`config.mk`:
```
export PLATFORM = sky130hd
export DESIGN_NAME = pbs_sync_ctrl
export DESIGN_NICKNAME = d
export VERILOG_FILES = /design/src/hw/pbs_pkg.sv /design/src/hw/pbs_sync_ctrl.sv
export SDC_FILE = /design/constraint.sdc
export NUM_CORES = 1
export LEC_CHECK = 0
export ABC_AREA = 1
export BUFFER_PORTS_ARGS = -buffer_cell sky130_fd_sc_hd__buf_2
export CORE_MARGIN = 4
export CORE_UTILIZATION = 50
export DETAILED_ROUTE_END_ITERATION = 10
export HOLD_SLACK_MARGIN = 0.08
export PLACE_DENSITY_LB_ADDON = 0.08
export SYNTH_ARGS = -nofsm -noshare
export SYNTH_HDL_FRONTEND = slang
export SYNTH_SLANG_ARGS = --single-unit
```
`constraint.sdc`:
```
create_clock -name clk -period 4 [get_ports clk]
set_input_delay 0.2 -clock clk [delete_from_list [all_inputs] [get_ports clk]]
set_output_delay 0.2 -clock clk [all_outputs]
set_load 0.05 [all_outputs]
```
`src/hw/pbs_pkg.sv`:
```
package pbs_pkg;

	// Widths and counts that more than one place needs
	localparam int NUM_TRIG = 3;
	localparam int VAL_W = 16;
	localparam int NUM_PAIRS = 4;
	localparam int MASK_W = 8;

	// Register port map (word addresses)
	localparam int ADDR_W = 4;
	localparam logic [3:0] ADDR_CTRL = 4'h0;
	localparam logic [3:0] ADDR_TRIG = 4'h1;
	localparam logic [3:0] ADDR_PERIOD = 4'h2;
	localparam logic [3:0] ADDR_START = 4'h3;
	localparam logic [3:0] ADDR_BLANK = 4'h4;
	localparam logic [3:0] ADDR_SWAP = 4'h5;
	localparam logic [3:0] ADDR_STATUS = 4'h6;
	localparam logic [3:0] ADDR_CMP0 = 4'h8;

	// Control register field positions
	localparam int B_EXT_EN = 0;
	localparam int B_ENH = 1;
	localparam int B_KEEP = 2;
	localparam int B_HW_ONLY = 3;
	localparam int B_RELOAD = 4;
	localparam int B_SW_RST = 5;
	localparam int B_HW_RST = 6;
	localparam int B_SW_WRBUF = 7;
	localparam int B_HW_WRBUF = 8;
	localparam int B_LOAD_MIN = 9;
	localparam int B_LOAD_MAX = 10;
	localparam int B_START_SYNC = 11;
	localparam int B_BLANK_SYNC = 12;
	localparam int B_BLANK_SW = 13;
	localparam int B_BLANK_HW = 14;
	localparam int B_SWAP_SYNC = 15;
	localparam int B_SWAP_SW = 16;
	localparam int B_SWAP_HW = 17;
	localparam int B_PAIR_SYNC = 24;
	localparam int CTRL_W = 28;

	// Trigger register fields
	localparam int B_SW_REQ = 3;

	localparam logic [31:0] CTRL_RST = 32'h0000_0000;

	// Register port request
	typedef struct packed {
		logic [ADDR_W-1:0] addr;
		logic [31:0] wdata;
		logic wr;
		logic rd;
	} pbs_req_t;

	// Counter status from the timer core
	typedef struct packed {
		logic up_down;
		logic wrap;
		logic turn_bottom;
		logic turn_top;
	} pbs_cnt_t;

endpackage

```
`src/hw/pbs_sync_ctrl.sv`:
```
// Design decisions made here: the address-and-strobe port and the address map.
`timescale 1ns/1ps
`default_nettype none
// Functional notes
// - Three hardware trigger inputs, each live only while its enable bit is one.
// - Inputs are sampled on the clock; a rising edge on an enabled input starts sync.
// - Keep mode zero: enable clears on write of zero or own event only.
// - Event plus simultaneous write setting the same enable: sync starts, bit stays set.
// - Keep mode one: enable clears only on a software write of zero.
// - Writing one to software request makes an event; clears on zero write or completion.
// - New request written as the previous one completes starts again and stays one.
// - Legacy: request clears at event if hw-only zero and reload one, else loading point.
// - Enhanced: request clears at loading point if restart zero, at event if one.
// - Up counting wrap, or up-down direction reversal, is a boundary cycle.
// - Boundaries load only with min or max bits set; up-down selects bottom and top.
// - Period limit sync copies buffer to active, needs extended enable, either scheme.
// - Legacy, hw-only and reload zero: period loads at next loading point after event.
// - Legacy, hw-only zero, reload one: period loads at next enabled trigger event.
// - Legacy, hw-only one: period loads at loading point after software event.
// - Start value sync needs extended, enhanced and start sync bits; same mechanism.
// - Pair compare sync needs extended and pair sync bits; same mechanism as period.
// - Blanking loads every clock when its sync select is zero, else by the scheme.
// - Legacy blanking, hw-only zero: loads on next trigger; request clears at loading point if reload zero, at event if one.
// - Legacy blanking, hw-only one: loads only on next enabled hardware trigger.
// - Swap loads every clock with select zero; enhanced sync gated by its enables otherwise.
module pbs_sync_ctrl #(
	parameter int NUM_TRIG = pbs_pkg::NUM_TRIG,
	parameter int VAL_W = pbs_pkg::VAL_W,
	parameter int NUM_PAIRS = pbs_pkg::NUM_PAIRS,
	parameter int MASK_W = pbs_pkg::MASK_W
) (
	// Clock and reset
	input wire logic clk,
	input wire logic srst,
	// Register port
	input wire pbs_pkg::pbs_req_t req,
	output logic [31:0] rdata,
	// Hardware triggers, synchronous to clk
	input wire logic [NUM_TRIG-1:0] hw_trigger,
	// Counter status from the timer core
	input wire pbs_pkg::pbs_cnt_t cnt,
	// Active values
	output logic [VAL_W-1:0] period_limit,
	output logic [VAL_W-1:0] count_start_value,
	output logic [2*NUM_PAIRS*VAL_W-1:0] channel_compare_value,
	output logic [MASK_W-1:0] output_blanking,
	output logic [NUM_PAIRS-1:0] swap_control
);

	// Parameters the fixed register map can serve
	initial
	begin
		if (NUM_TRIG != 3 || VAL_W < 1 || VAL_W > 32 || MASK_W > 32 || NUM_PAIRS < 1
			|| NUM_PAIRS > 4)
			$error("pbs_sync_ctrl: unsupported parameters");
	end

	logic [pbs_pkg::CTRL_W-1:0] ctrl_q;
	logic [NUM_TRIG-1:0] trig_en_q, trig_en_d;
	logic [NUM_TRIG-1:0] trig_prev_q;
	logic sw_req_q, sw_req_d;
	logic sw_pend_q, sw_pend_d;
	logic hw_pend_q, hw_pend_d;
	logic [VAL_W-1:0] period_buf_q, start_buf_q;
	logic [MASK_W-1:0] blank_buf_q;
	logic [NUM_PAIRS-1:0] swap_buf_q;
	logic [VAL_W-1:0] cmp_buf_q [2*NUM_PAIRS];
	logic [VAL_W-1:0] cmp_act_q [2*NUM_PAIRS];
	logic [31:0] rdata_q;

	// Named control bits
	wire ext_en = ctrl_q[pbs_pkg::B_EXT_EN];
	wire enh = ctrl_q[pbs_pkg::B_ENH];
	wire keep = ctrl_q[pbs_pkg::B_KEEP];
	wire hw_only = ctrl_q[pbs_pkg::B_HW_ONLY];
	wire reload = ctrl_q[pbs_pkg::B_RELOAD];
	wire sw_rst = ctrl_q[pbs_pkg::B_SW_RST];
	wire hw_rst = ctrl_q[pbs_pkg::B_HW_RST];
	wire sw_wrbuf = ctrl_q[pbs_pkg::B_SW_WRBUF];
	wire hw_wrbuf = ctrl_q[pbs_pkg::B_HW_WRBUF];
	wire load_min = ctrl_q[pbs_pkg::B_LOAD_MIN];
	wire load_max = ctrl_q[pbs_pkg::B_LOAD_MAX];
	wire start_sync = ctrl_q[pbs_pkg::B_START_SYNC];
	wire blank_sync = ctrl_q[pbs_pkg::B_BLANK_SYNC];
	wire blank_sw = ctrl_q[pbs_pkg::B_BLANK_SW];
	wire blank_hw = ctrl_q[pbs_pkg::B_BLANK_HW];
	wire swap_sync = ctrl_q[pbs_pkg::B_SWAP_SYNC];
	wire swap_sw = ctrl_q[pbs_pkg::B_SWAP_SW];
	wire swap_hw = ctrl_q[pbs_pkg::B_SWAP_HW];
	wire [NUM_PAIRS-1:0] pair_sync = ctrl_q[pbs_pkg::B_PAIR_SYNC +: NUM_PAIRS];

	// Address decode
	function automatic logic hit_wr(input pbs_pkg::pbs_req_t r, input logic [3:0] a);
		return r.wr && (r.addr == a);
	endfunction

	wire wr_ctrl = hit_wr(req, pbs_pkg::ADDR_CTRL);
	wire wr_trig = hit_wr(req, pbs_pkg::ADDR_TRIG);

	// Trigger edge detect; inputs are already on clk so one stage suffices
	wire [NUM_TRIG-1:0] trig_rise = hw_trigger & ~trig_prev_q;
	wire [NUM_TRIG-1:0] trig_evt = trig_rise & trig_en_q;
	wire hw_evt = |trig_evt;
	wire sw_evt = wr_trig && req.wdata[pbs_pkg::B_SW_REQ];

	// Boundary cycles and selected loading points
	wire boundary = cnt.up_down ? (cnt.turn_bottom | cnt.turn_top) : cnt.wrap;
	wire load_pt = boundary && (cnt.up_down
		? ((cnt.turn_bottom & load_min) | (cnt.turn_top & load_max))
		: (load_min | load_max));

	// Legacy: which triggers count, and whether the load is immediate
	wire leg_evt = hw_only ? sw_evt : (sw_evt | hw_evt);
	wire leg_now = !hw_only && reload;
	// Enhanced: trigger gated by write-buffer enables
	wire enh_sw = sw_evt && sw_wrbuf;
	wire enh_hw = hw_evt && hw_wrbuf;

	// Pending waits for a loading point
	always_comb
	begin
		sw_pend_d = sw_pend_q;
		hw_pend_d = hw_pend_q;
		if (load_pt)
		begin
			sw_pend_d = 1'b0;
			hw_pend_d = 1'b0;
		end
		if (enh ? (enh_sw && !sw_rst) : (leg_evt && sw_evt && !leg_now))
			sw_pend_d = 1'b1;
		if (enh ? (enh_hw && !hw_rst) : (leg_evt && hw_evt && !leg_now))
			hw_pend_d = 1'b1;
	end

	// Load strobe for the period, start and compare values
	wire load_now = enh ? ((enh_sw && sw_rst) || (enh_hw && hw_rst))
		: (leg_now && leg_evt);
	wire load_late = (sw_pend_q || hw_pend_q) && load_pt;
	wire val_load = load_now || load_late;
	wire period_load = ext_en && val_load;
	wire start_load = ext_en && enh && start_sync && val_load;
	wire [NUM_PAIRS-1:0] pair_load = {NUM_PAIRS{ext_en && val_load}} & pair_sync;

	// Blanking: every clock, or enhanced / legacy trigger
	wire blank_enh = (sw_evt && blank_sw) || (hw_evt && blank_hw);
	wire blank_leg = hw_only ? hw_evt : (sw_evt || hw_evt);
	wire blank_load = !blank_sync || (enh ? blank_enh : blank_leg);
	// Swap: every clock, or enhanced trigger only
	wire swap_load = !swap_sync
		|| (enh && ((sw_evt && swap_sw) || (hw_evt && swap_hw)));

	// Software request clear point
	wire sw_clr_at_evt = enh ? sw_rst : (!hw_only && reload);
	wire sw_done = sw_req_q && (sw_clr_at_evt || load_pt);
	always_comb
	begin
		sw_req_d = sw_req_q;
		if (sw_done)
			sw_req_d = 1'b0;
		if (wr_trig)
			sw_req_d = req.wdata[pbs_pkg::B_SW_REQ];
		if (sw_evt && sw_clr_at_evt)
			sw_req_d = 1'b0;
	end

	// Enable bits: write wins over an event clear
	always_comb
	begin
		trig_en_d = trig_en_q;
		if (!keep)
			trig_en_d = trig_en_q & ~trig_evt;
		if (wr_trig)
			trig_en_d = req.wdata[NUM_TRIG-1:0];
	end

	// Control and trigger state
	always_ff @(posedge clk)
	begin
		if (srst)
		begin
			ctrl_q <= pbs_pkg::CTRL_RST[pbs_pkg::CTRL_W-1:0];
			trig_en_q <= '0;
			trig_prev_q <= '0;
			sw_req_q <= 1'b0;
			sw_pend_q <= 1'b0;
			hw_pend_q <= 1'b0;
		end
		else
		begin
			if (wr_ctrl)
				ctrl_q <= req.wdata[pbs_pkg::CTRL_W-1:0];
			trig_en_q <= trig_en_d;
			trig_prev_q <= hw_trigger;
			sw_req_q <= sw_req_d;
			sw_pend_q <= sw_pend_d;
			hw_pend_q <= hw_pend_d;
		end
	end

	// Buffers written by software
	always_ff @(posedge clk)
	begin
		if (srst)
		begin
			period_buf_q <= '0;
			start_buf_q <= '0;
			blank_buf_q <= '0;
			swap_buf_q <= '0;
		end
		else
		begin
			if (hit_wr(req, pbs_pkg::ADDR_PERIOD))
				period_buf_q <= req.wdata[VAL_W-1:0];
			if (hit_wr(req, pbs_pkg::ADDR_START))
				start_buf_q <= req.wdata[VAL_W-1:0];
			if (hit_wr(req, pbs_pkg::ADDR_BLANK))
				blank_buf_q <= req.wdata[MASK_W-1:0];
			if (hit_wr(req, pbs_pkg::ADDR_SWAP))
				swap_buf_q <= req.wdata[NUM_PAIRS-1:0];
		end
	end

	// Active copies
	always_ff @(posedge clk)
	begin
		if (srst)
		begin
			period_limit <= '0;
			count_start_value <= '0;
			output_blanking <= '0;
			swap_control <= '0;
		end
		else
		begin
			if (period_load)
				period_limit <= period_buf_q;
			if (start_load)
				count_start_value <= start_buf_q;
			if (blank_load)
				output_blanking <= blank_buf_q;
			if (swap_load)
				swap_control <= swap_buf_q;
		end
	end

	// Compare channels, two per pair
	for (genvar c = 0; c < 2 * NUM_PAIRS; c++)
	begin : g_cmp
		always_ff @(posedge clk)
		begin
			if (srst)
			begin
				cmp_buf_q[c] <= '0;
				cmp_act_q[c] <= '0;
			end
			else
			begin
				if (hit_wr(req, pbs_pkg::ADDR_CMP0 + 4'(c)))
					cmp_buf_q[c] <= req.wdata[VAL_W-1:0];
				if (pair_load[c/2])
					cmp_act_q[c] <= cmp_buf_q[c];
			end
		end
		assign channel_compare_value[c*VAL_W +: VAL_W] = cmp_act_q[c];
	end

	// Read mux; unmapped addresses read zero
	logic [31:0] rd_mux;
	always_comb
	begin
		rd_mux = '0;
		if (req.addr == pbs_pkg::ADDR_CTRL)
			rd_mux[pbs_pkg::CTRL_W-1:0] = ctrl_q;
		else if (req.addr == pbs_pkg::ADDR_TRIG)
			rd_mux[pbs_pkg::B_SW_REQ:0] = {sw_req_q, trig_en_q};
		else if (req.addr == pbs_pkg::ADDR_PERIOD)
			rd_mux[VAL_W-1:0] = period_limit;
		else if (req.addr == pbs_pkg::ADDR_START)
			rd_mux[VAL_W-1:0] = count_start_value;
		else if (req.addr == pbs_pkg::ADDR_BLANK)
			rd_mux[MASK_W-1:0] = output_blanking;
		else if (req.addr == pbs_pkg::ADDR_SWAP)
			rd_mux[NUM_PAIRS-1:0] = swap_control;
		else if (req.addr == pbs_pkg::ADDR_STATUS)
			rd_mux[1:0] = {hw_pend_q, sw_pend_q};
		else if (req.addr >= pbs_pkg::ADDR_CMP0)
			rd_mux[VAL_W-1:0] = cmp_act_q[3'(req.addr - pbs_pkg::ADDR_CMP0)];
	end

	// Read data stands only in the cycle after the strobe
	always_ff @(posedge clk)
	begin
		if (srst)
			rdata_q <= '0;
		else
			rdata_q <= req.rd ? rd_mux : '0;
	end
	assign rdata = rdata_q;

	// Checks
	a_trig_clear_evt: assert property (@(posedge clk) disable iff (srst)
		trig_evt[0] && !keep && !wr_trig |=> !trig_en_q[0])
		else $error("enable not cleared by own event");
	a_trig_keep_hold: assert property (@(posedge clk) disable iff (srst)
		keep && !wr_trig && trig_en_q[1] |=> trig_en_q[1])
		else $error("enable lost in keep mode");
	a_trig_write_wins: assert property (@(posedge clk) disable iff (srst)
		trig_evt[2] && wr_trig && req.wdata[2] |=> trig_en_q[2] && $past(hw_evt))
		else $error("write setting enable lost");
	a_sw_req_restart: assert property (@(posedge clk) disable iff (srst)
		sw_evt && !sw_clr_at_evt |=> sw_req_q)
		else $error("software request lost");
	a_sw_clr_evt: assert property (@(posedge clk) disable iff (srst)
		enh && sw_rst && sw_evt |=> !sw_req_q)
		else $error("request not cleared at event");
	a_period_loadpt: assert property (@(posedge clk) disable iff (srst)
		!enh && !hw_only && !reload && ext_en && sw_evt && !load_pt
		##1 (!wr_ctrl && !srst)[*1] ##0 load_pt |=> period_limit == $past(period_buf_q))
		else $error("period not loaded at loading point");
	a_period_now: assert property (@(posedge clk) disable iff (srst)
		!enh && !hw_only && reload && ext_en && hw_evt |=> period_limit == $past(period_buf_q))
		else $error("period not loaded on event");
	a_blank_free: assert property (@(posedge clk) disable iff (srst)
		!blank_sync |=> output_blanking == $past(blank_buf_q))
		else $error("blanking not following buffer");
	a_swap_hold: assert property (@(posedge clk) disable iff (srst)
		swap_sync && !enh |=> swap_control == $past(swap_control))
		else $error("swap changed without sync");
	a_no_load_pt: assert property (@(posedge clk) disable iff (srst)
		!load_min && !load_max |-> !load_pt)
		else $error("loading point with none selected");

endmodule
`default_nettype wire

```
==> results.ini, run 1 <==
[logic_synthesis]
synth_edf_count = 256
yosys_warnings = 0
synthArstFlopShare_pct = 0
ys_ff_latch = 409
syn-cell-area_mm2 = 0.0166
ys.flop_type = edfxtp_1
synth_cell_types = 34
yosysSeqAreaShare_pct = 64.9
avgSynthCellArea_um2 = 9.50
syn-instance-count = 1744

[final_layout]
layout-drive-gt1-share_pct = 17.6
layout.nets = 2069
final_cell_mix = nor2_1 (353), edfxtp_1 (256), nand2_1 (251), buf_2 (242), inv_1 (225)
nFillCells = 2818
regArea_mm2 = 0.0108
multi_input_area_mm2 = 0.00452
finalNonFillerCells = 2496
fin_area_mm2 = 0.0200
antennaDiodeCount = 0
area_growth_pct = 20.5
layout_commonest_cell = nor2_1

[setup_path]
r2r-start = trig_en_q[0]$_SDFFE_PP0P_
critPathLaunch = trig_en_q[0]$_SDFFE_PP0P_
critPathSlowestCell = buf_4
crit_type = reg2reg
arrival_ns = 2.53
slowest_delay_ns = 0.40
path_delay_family = simple AND/OR/NAND/NOR gates
path_cells = nand3_1 > nand3_1 > nand3_1 > nand3_1 > nand2_1 > nand2_4 > nand2_1 > o21ai_2 > buf_4
cp_num_buf_inv = 1
reg2reg_slack_ns = 1.66
start_kind = flop
required_ns = 4.19
critPathCaptureType = flop
path_common_cell = nand3_1
path_max_fanout = 32

[floorplanning]
die_w_um = 190
die_area_mm2 = 0.0361
die_h_um = 190
core_area_mm2 = 0.0326
start_util_pct = 50.8
boundaryPins = 251
rows = 66

[clock_network]
clockRootBuffer = clkbuf_16
clock_path_buffers = 3
cts_resized = 0
numCtsBuffers = 43
insertion_delay_ns = 0.55
cts_tree = done
cts.sink_count = 409
clk_pin_slew_worst_paths_ns = 0.06
htree_levels = 2

[detailed_routing]
ant_nets = 0
first_pass_iters = 5
vias_per_cell = 5.31
drtIter0Drc = 1483
routed_wl_um = 50400
drc = 0
vias = 13300
routedWlPerCell_um = 20.2

[sta]
tns_ns = 0
rsz0062_at_grt = false
finalClockSkew_ns = 0.0237
timing.final.crit_share_pct = 58.6
setup_viol_count_final = 0
whs_ns = 0.163
finalMaxSlewViolations = 0
hold_viol = 0
max-slew-margin-rel_pct = 21.3
fin_crit_ns = 2.34
tightest_slew_ns = 1.17
max_freq_mhz = 427

[global_routing]
gr-total-overflow = 0
grt_pass1_wl_um = 74100
grt_max_degree = 63
grt_pass1_vias = 12100
grt_use_total_pct = 27.2
antenna_found_initial = 1

[power]
leakage_nw = 8.76
power_density_mw_per_mm2 = 462
sequentialPowerShare_pct = 50.8
ir_drop_mv = 0.313
clockPowerShare_pct = 41.0
p_switching_w = 0.00224
pwr-share-comb_pct = 8.2
p_int_w = 0.00699
p_sw_share_pct = 24.3

[placed_design]
post_dp_cell_area_mm2 = 0.0182
portBuffers = 242
dp_hpwl_um = 34800
gp_congestion = 0.920
dpl.cell_count = 2375

[hold_path]
hold_path.class = in2reg
hp-start = cnt[3]

[job]
cap_viol_max_count = 0

[run_status]
status = completed

## registers in the layout (all words and copies together) (netlist names)
name and flops:
blank_buf_q 8, cmp_act_q 128, cmp_buf_q 128, count_start_value 16, ctrl_q 28, hw_pend_q 1
output_blanking 8, period_buf_q 16, period_limit 16, rdata 28, start_buf_q 16, sw_pend_q 1
sw_req_q 1, swap_buf_q 4, swap_control 4, trig_en_q 3, trig_prev_q 3
## power groups by stage
stage / clock (W) / sequential, W / combinational [W]
2_1_floorplan: 0 / 0.00496 / 0.000283
3_3_place_gp: 0 / 0.00478 / 0.000715
5_1_grt: 0.00402 / 0.00471 / 0.000803
3_5_place_dp: 0 / 0.00478 / 0.000722
6_report: 0.00378 / 0.00469 / 0.000755
4_1_cts: 0.00383 / 0.00469 / 0.000752
## cells by family after synthesis
logic type,Yosys count,synth area share (%)
other cells,1,0.0226
compound gates,279,9.18
simple gates,725,17.8
buf+inv,330,8.08
flops,409,64.9
## layer usage
metal	share of wire [%]	routed length, µm	track usage, %	up-vias
met5	0.040	20	0	-
met4	3.0	1500	8.63	2
met3	9.4	4740	4.57	79
met2	44	22400	41.0	606
met1	43	21700	40.7	6328
li1	-	-	-	6240
## cells in the mapped netlist (3+ instances only)
cell | instances | area [µm²]
buf_1 | 9 | 33.8
o21ai_0 | 94 | 470
buf_4 | 7 | 52.6
inv_2 | 5 | 18.8
nor2_2 | 4 | 25.0
inv_1 | 225 | 845
a22oi_1 | 40 | 300
nand4_1 | 15 | 93.8
clkbuf_1 | 43 | 161
nand3b_1 | 7 | 52.6
nor2_1 | 354 | 1330
o31ai_1 | 3 | 22.5
clkinv_1 | 8 | 30.0
nand2_1 | 251 | 942
dfxtp_1 | 153 | 3060
buf_2 | 27 | 135
nand3_1 | 84 | 420
a21oi_1 | 132 | 661
buf_6 | 5 | 56.3
edfxtp_1 | 256 | 7690
## stage by stage
step | setup WS (ns) | power (W) | utilization, %
2_1_floorplan | 0.0702 | 0.00524 | -
3_3_place_gp | 1.39 | 0.00549 | 55.8
3_5_place_dp | 1.38 | 0.00550 | 55.8
4_1_cts | 1.70 | 0.00928 | 61.2
5_1_grt | 1.53 | 0.00953 | 61.2
6_report | 1.66 | 0.00923 | 61.2
## final timing paths
check             cells past startpoint                             end
setup reg to reg                      9  cmp_act_q[3][13]$_SDFFCE_PN0P_
hold / removal                        5          sw_pend_q$_SDFFE_PP0P_
hold reg to reg                       2            rdata[19]$_SDFF_PP0_
setup / recovery                      9  cmp_act_q[3][13]$_SDFFCE_PN0P_
## timing repair
action,in CTS,in global routing
setup buffers,0,0
hold buffers,44,0
endpoints found under the hold margin,65,0
## area by class of cell
| cell class | instances | area share, % |
|---|---|---|
| Sequential cell | 409 | 53.8 |
| Tap cell | 442 | 2.77 |
| Clock inverter | 14 | 0.457 |
| Multi-Input combinational cell | 1008 | 22.7 |
| Inverter | 239 | 4.51 |
| Timing Repair Buffer | 321 | 9.59 |
| Clock buffer | 63 | 6.18 |
## worst reg2reg max path, stage by stage, from the launching register on
cell	delay, ns
dfxtp_1	0.38
nand3_1	0.12
nand3_1	0.22
nand3_1	0.11
nand3_1	0.09
nand2_1	0.09
nand2_4	0.13
nand2_1	0.22
o21ai_2	0.20
buf_4	0.40
Note: power is estimated with default switching activity, not from simulation.
==> run 2: changes to the inputs <==
- clock period: 4 -> 1.9 ns (I/O delays scaled with it)
==> results.ini, run 2 (synthesis results as in run 1) <==
[run_status]
status = completed

[detailed_routing]
first_pass_iters = 6
routedWlPerCell_um = 20.6
drc = 0
routed_wl_um = 52700
vias = 13600
vias_per_cell = 5.32
drtIter0Drc = 1550
ant_nets = 0

[setup_path]
r2r-start = trig_en_q[0]$_SDFFE_PP0P_
cp_num_buf_inv = 1
critPathCaptureType = flop
path_max_fanout = 32
start_kind = flop
arrival_ns = 2.07
required_ns = 2.14
worstReg2RegEnd = cmp_act_q[5][0]$_SDFFCE_PN0P_
reg2reg_slack_ns = 0.07
critPathSlowestCell = dfxtp_2
critPathLaunch = trig_en_q[0]$_SDFFE_PP0P_
r2r_cells = 9
crit_type = reg2reg
path_delay_family = simple AND/OR/NAND/NOR gates
path_cells = nand3_2 > nand3_2 > nand3_1 > nand3_1 > nand2_2 > nand2_4 > nand2_8 > o21ai_4 > buf_12
slowest_delay_ns = 0.35

[sta]
hold_viol = 0
finalClockSkew_ns = 0.0191
tightest_slew_ns = 0.660
timing.final.crit_share_pct = 96.6
setup_viol_count_final = 0
fin_crit_ns = 1.83
max-slew-margin-rel_pct = 55.7
whs_ns = 0.0963
final.setup.worst_slack_ns = 0.0651
max_freq_mhz = 545
rsz0062_at_grt = false
finalMaxSlewViolations = 0

[final_layout]
final_util_pct = 63.9
finalNonFillerCells = 2557
layout_commonest_cell = nor2_1
top_regs = cmp_act_q (128), cmp_buf_q (128)
area_growth_pct = 25.8
final_cell_mix = nor2_1 (352), edfxtp_1 (256), nand2_1 (249), buf_2 (242), inv_1 (224)
layout.nets = 2128
layout-drive-gt1-share_pct = 20.5
antennaDiodeCount = 0

[floorplanning]
boundaryPins = 251
die_h_um = 190
start_util_pct = 50.8
die_w_um = 190
core_area_mm2 = 0.0326
die_area_mm2 = 0.0361
rows = 66

[clock_network]
insertion_delay_ns = 0.54
numCtsBuffers = 43
clk_pin_slew_worst_paths_ns = 0.06
htree_levels = 2
cts_tree = done
clockRootBuffer = clkbuf_16
clock_path_buffers = 3
cts.sink_count = 409

[power]
power_density_mw_per_mm2 = 957
leakage_nw = 9.18
ir_drop_mv = 0.517

[hold_path]
hp-start = req[1]
whs_path_depth = 4
holdPathEnd = ctrl_q[10]$_SDFFE_PP0P_
hold_path.class = in2reg

[placed_design]
dpl.cell_count = 2434
gp_congestion = 0.933
pre_cts_slack_ns = -0.0427
dp_hpwl_um = 36600
portBuffers = 242

[job]
cap_viol_max_count = 0

[global_routing]
grt_pass1_wl_um = 77000
grt_use_total_pct = 28.5
antenna_found_initial = 0
grt_max_degree = 72
gr-total-overflow = 0
grt_pass1_vias = 12700

==> run 2: cell types whose count changed in the layout (fill, tap and decap cells not counted), sizes merged <==
cell,delta
buf,+60
clkbuf,+2
dlygate4sd3,-2
inv,+1
bufinv,+3
clkinv,-2
clkinvlp,-1
==> run 2: cell type report <==
| cell class | instances | area, µm² |
|---|---|---|
| clock inverter | 15 | 183 |
| timing repair buffer | 380 | 2630 |
| multi-input combinational | 1008 | 4610 |
| clock buffer | 64 | 1220 |
| inverter | 239 | 901 |
| tap | 442 | 553 |
| sequential | 409 | 10800 |
| fill | 2707 | 11800 |
==> run 2: tightest hold or removal path: cells and delay by family <==
family / cells / cell delay [ns]
AO/OA/AOI/OAI: 1 / 0.06
AND/OR/NAND/NOR: 1 / 0.09
buffers and inverters: 2 / 0.34
==> run 2: report_power, final <==
group	switching [W]	internal, W	leakage (nW)
clock network	0.00334	0.00498	0.682
registers	0.000154	0.00973	3.79
logic	0.00128	0.000457	4.71
==> run 2: worst max-delay path by stage <==
stage          slack, ns  cells past startpoint                              to
2_1_floorplan      -0.16                      5  cmp_buf_q[0][32]$_SDFFCE_PN0P_
3_3_place_gp       0.003                     11             rdata[4]$_SDFF_PP0_
3_5_place_dp       -0.04                     11             rdata[4]$_SDFF_PP0_
4_1_cts             0.08                      9   cmp_act_q[0][4]$_SDFFCE_PN0P_
5_1_grt             0.01                      9   cmp_act_q[5][0]$_SDFFCE_PN0P_
6_report            0.07                      9   cmp_act_q[5][0]$_SDFFCE_PN0P_
==> run 2: per-stage QoR <==
stage | power [W] | instance area (µm²) | setup TNS (ns)
floorplan | 0.0110 | 16700 | -27.92
CTS | 0.0200 | 20800 | 0
detailed placement | 0.0117 | 19000 | -0.0809
global placement | 0.0117 | 19000 | 0
finish | 0.0199 | 20800 | 0
global route | 0.0205 | 20800 | 0
==> run 2: layer usage <==
| layer | track usage (%) | share of wire [%] | vias up |
|---|---|---|---|
| met2 | 43.2 | 45 | 665 |
| met1 | 40.0 | 41 | 6455 |
| met3 | 6.13 | 9.9 | 116 |
| li1 | - | - | 6363 |
| met4 | 12.1 | 4.6 | 0 |
| met5 | 0 | 0 | - |
==> run 2: repair_timing <==
| item | 4_1_cts | 5_1_grt |
|---|---|---|
| resized for setup | 0 | 2 |
| setup endpoints to repair | 0 | 8 |
| hold endpoints to repair | 69 | 0 |
| setup buffers | 0 | 0 |
| hold buffers | 42 | 0 |
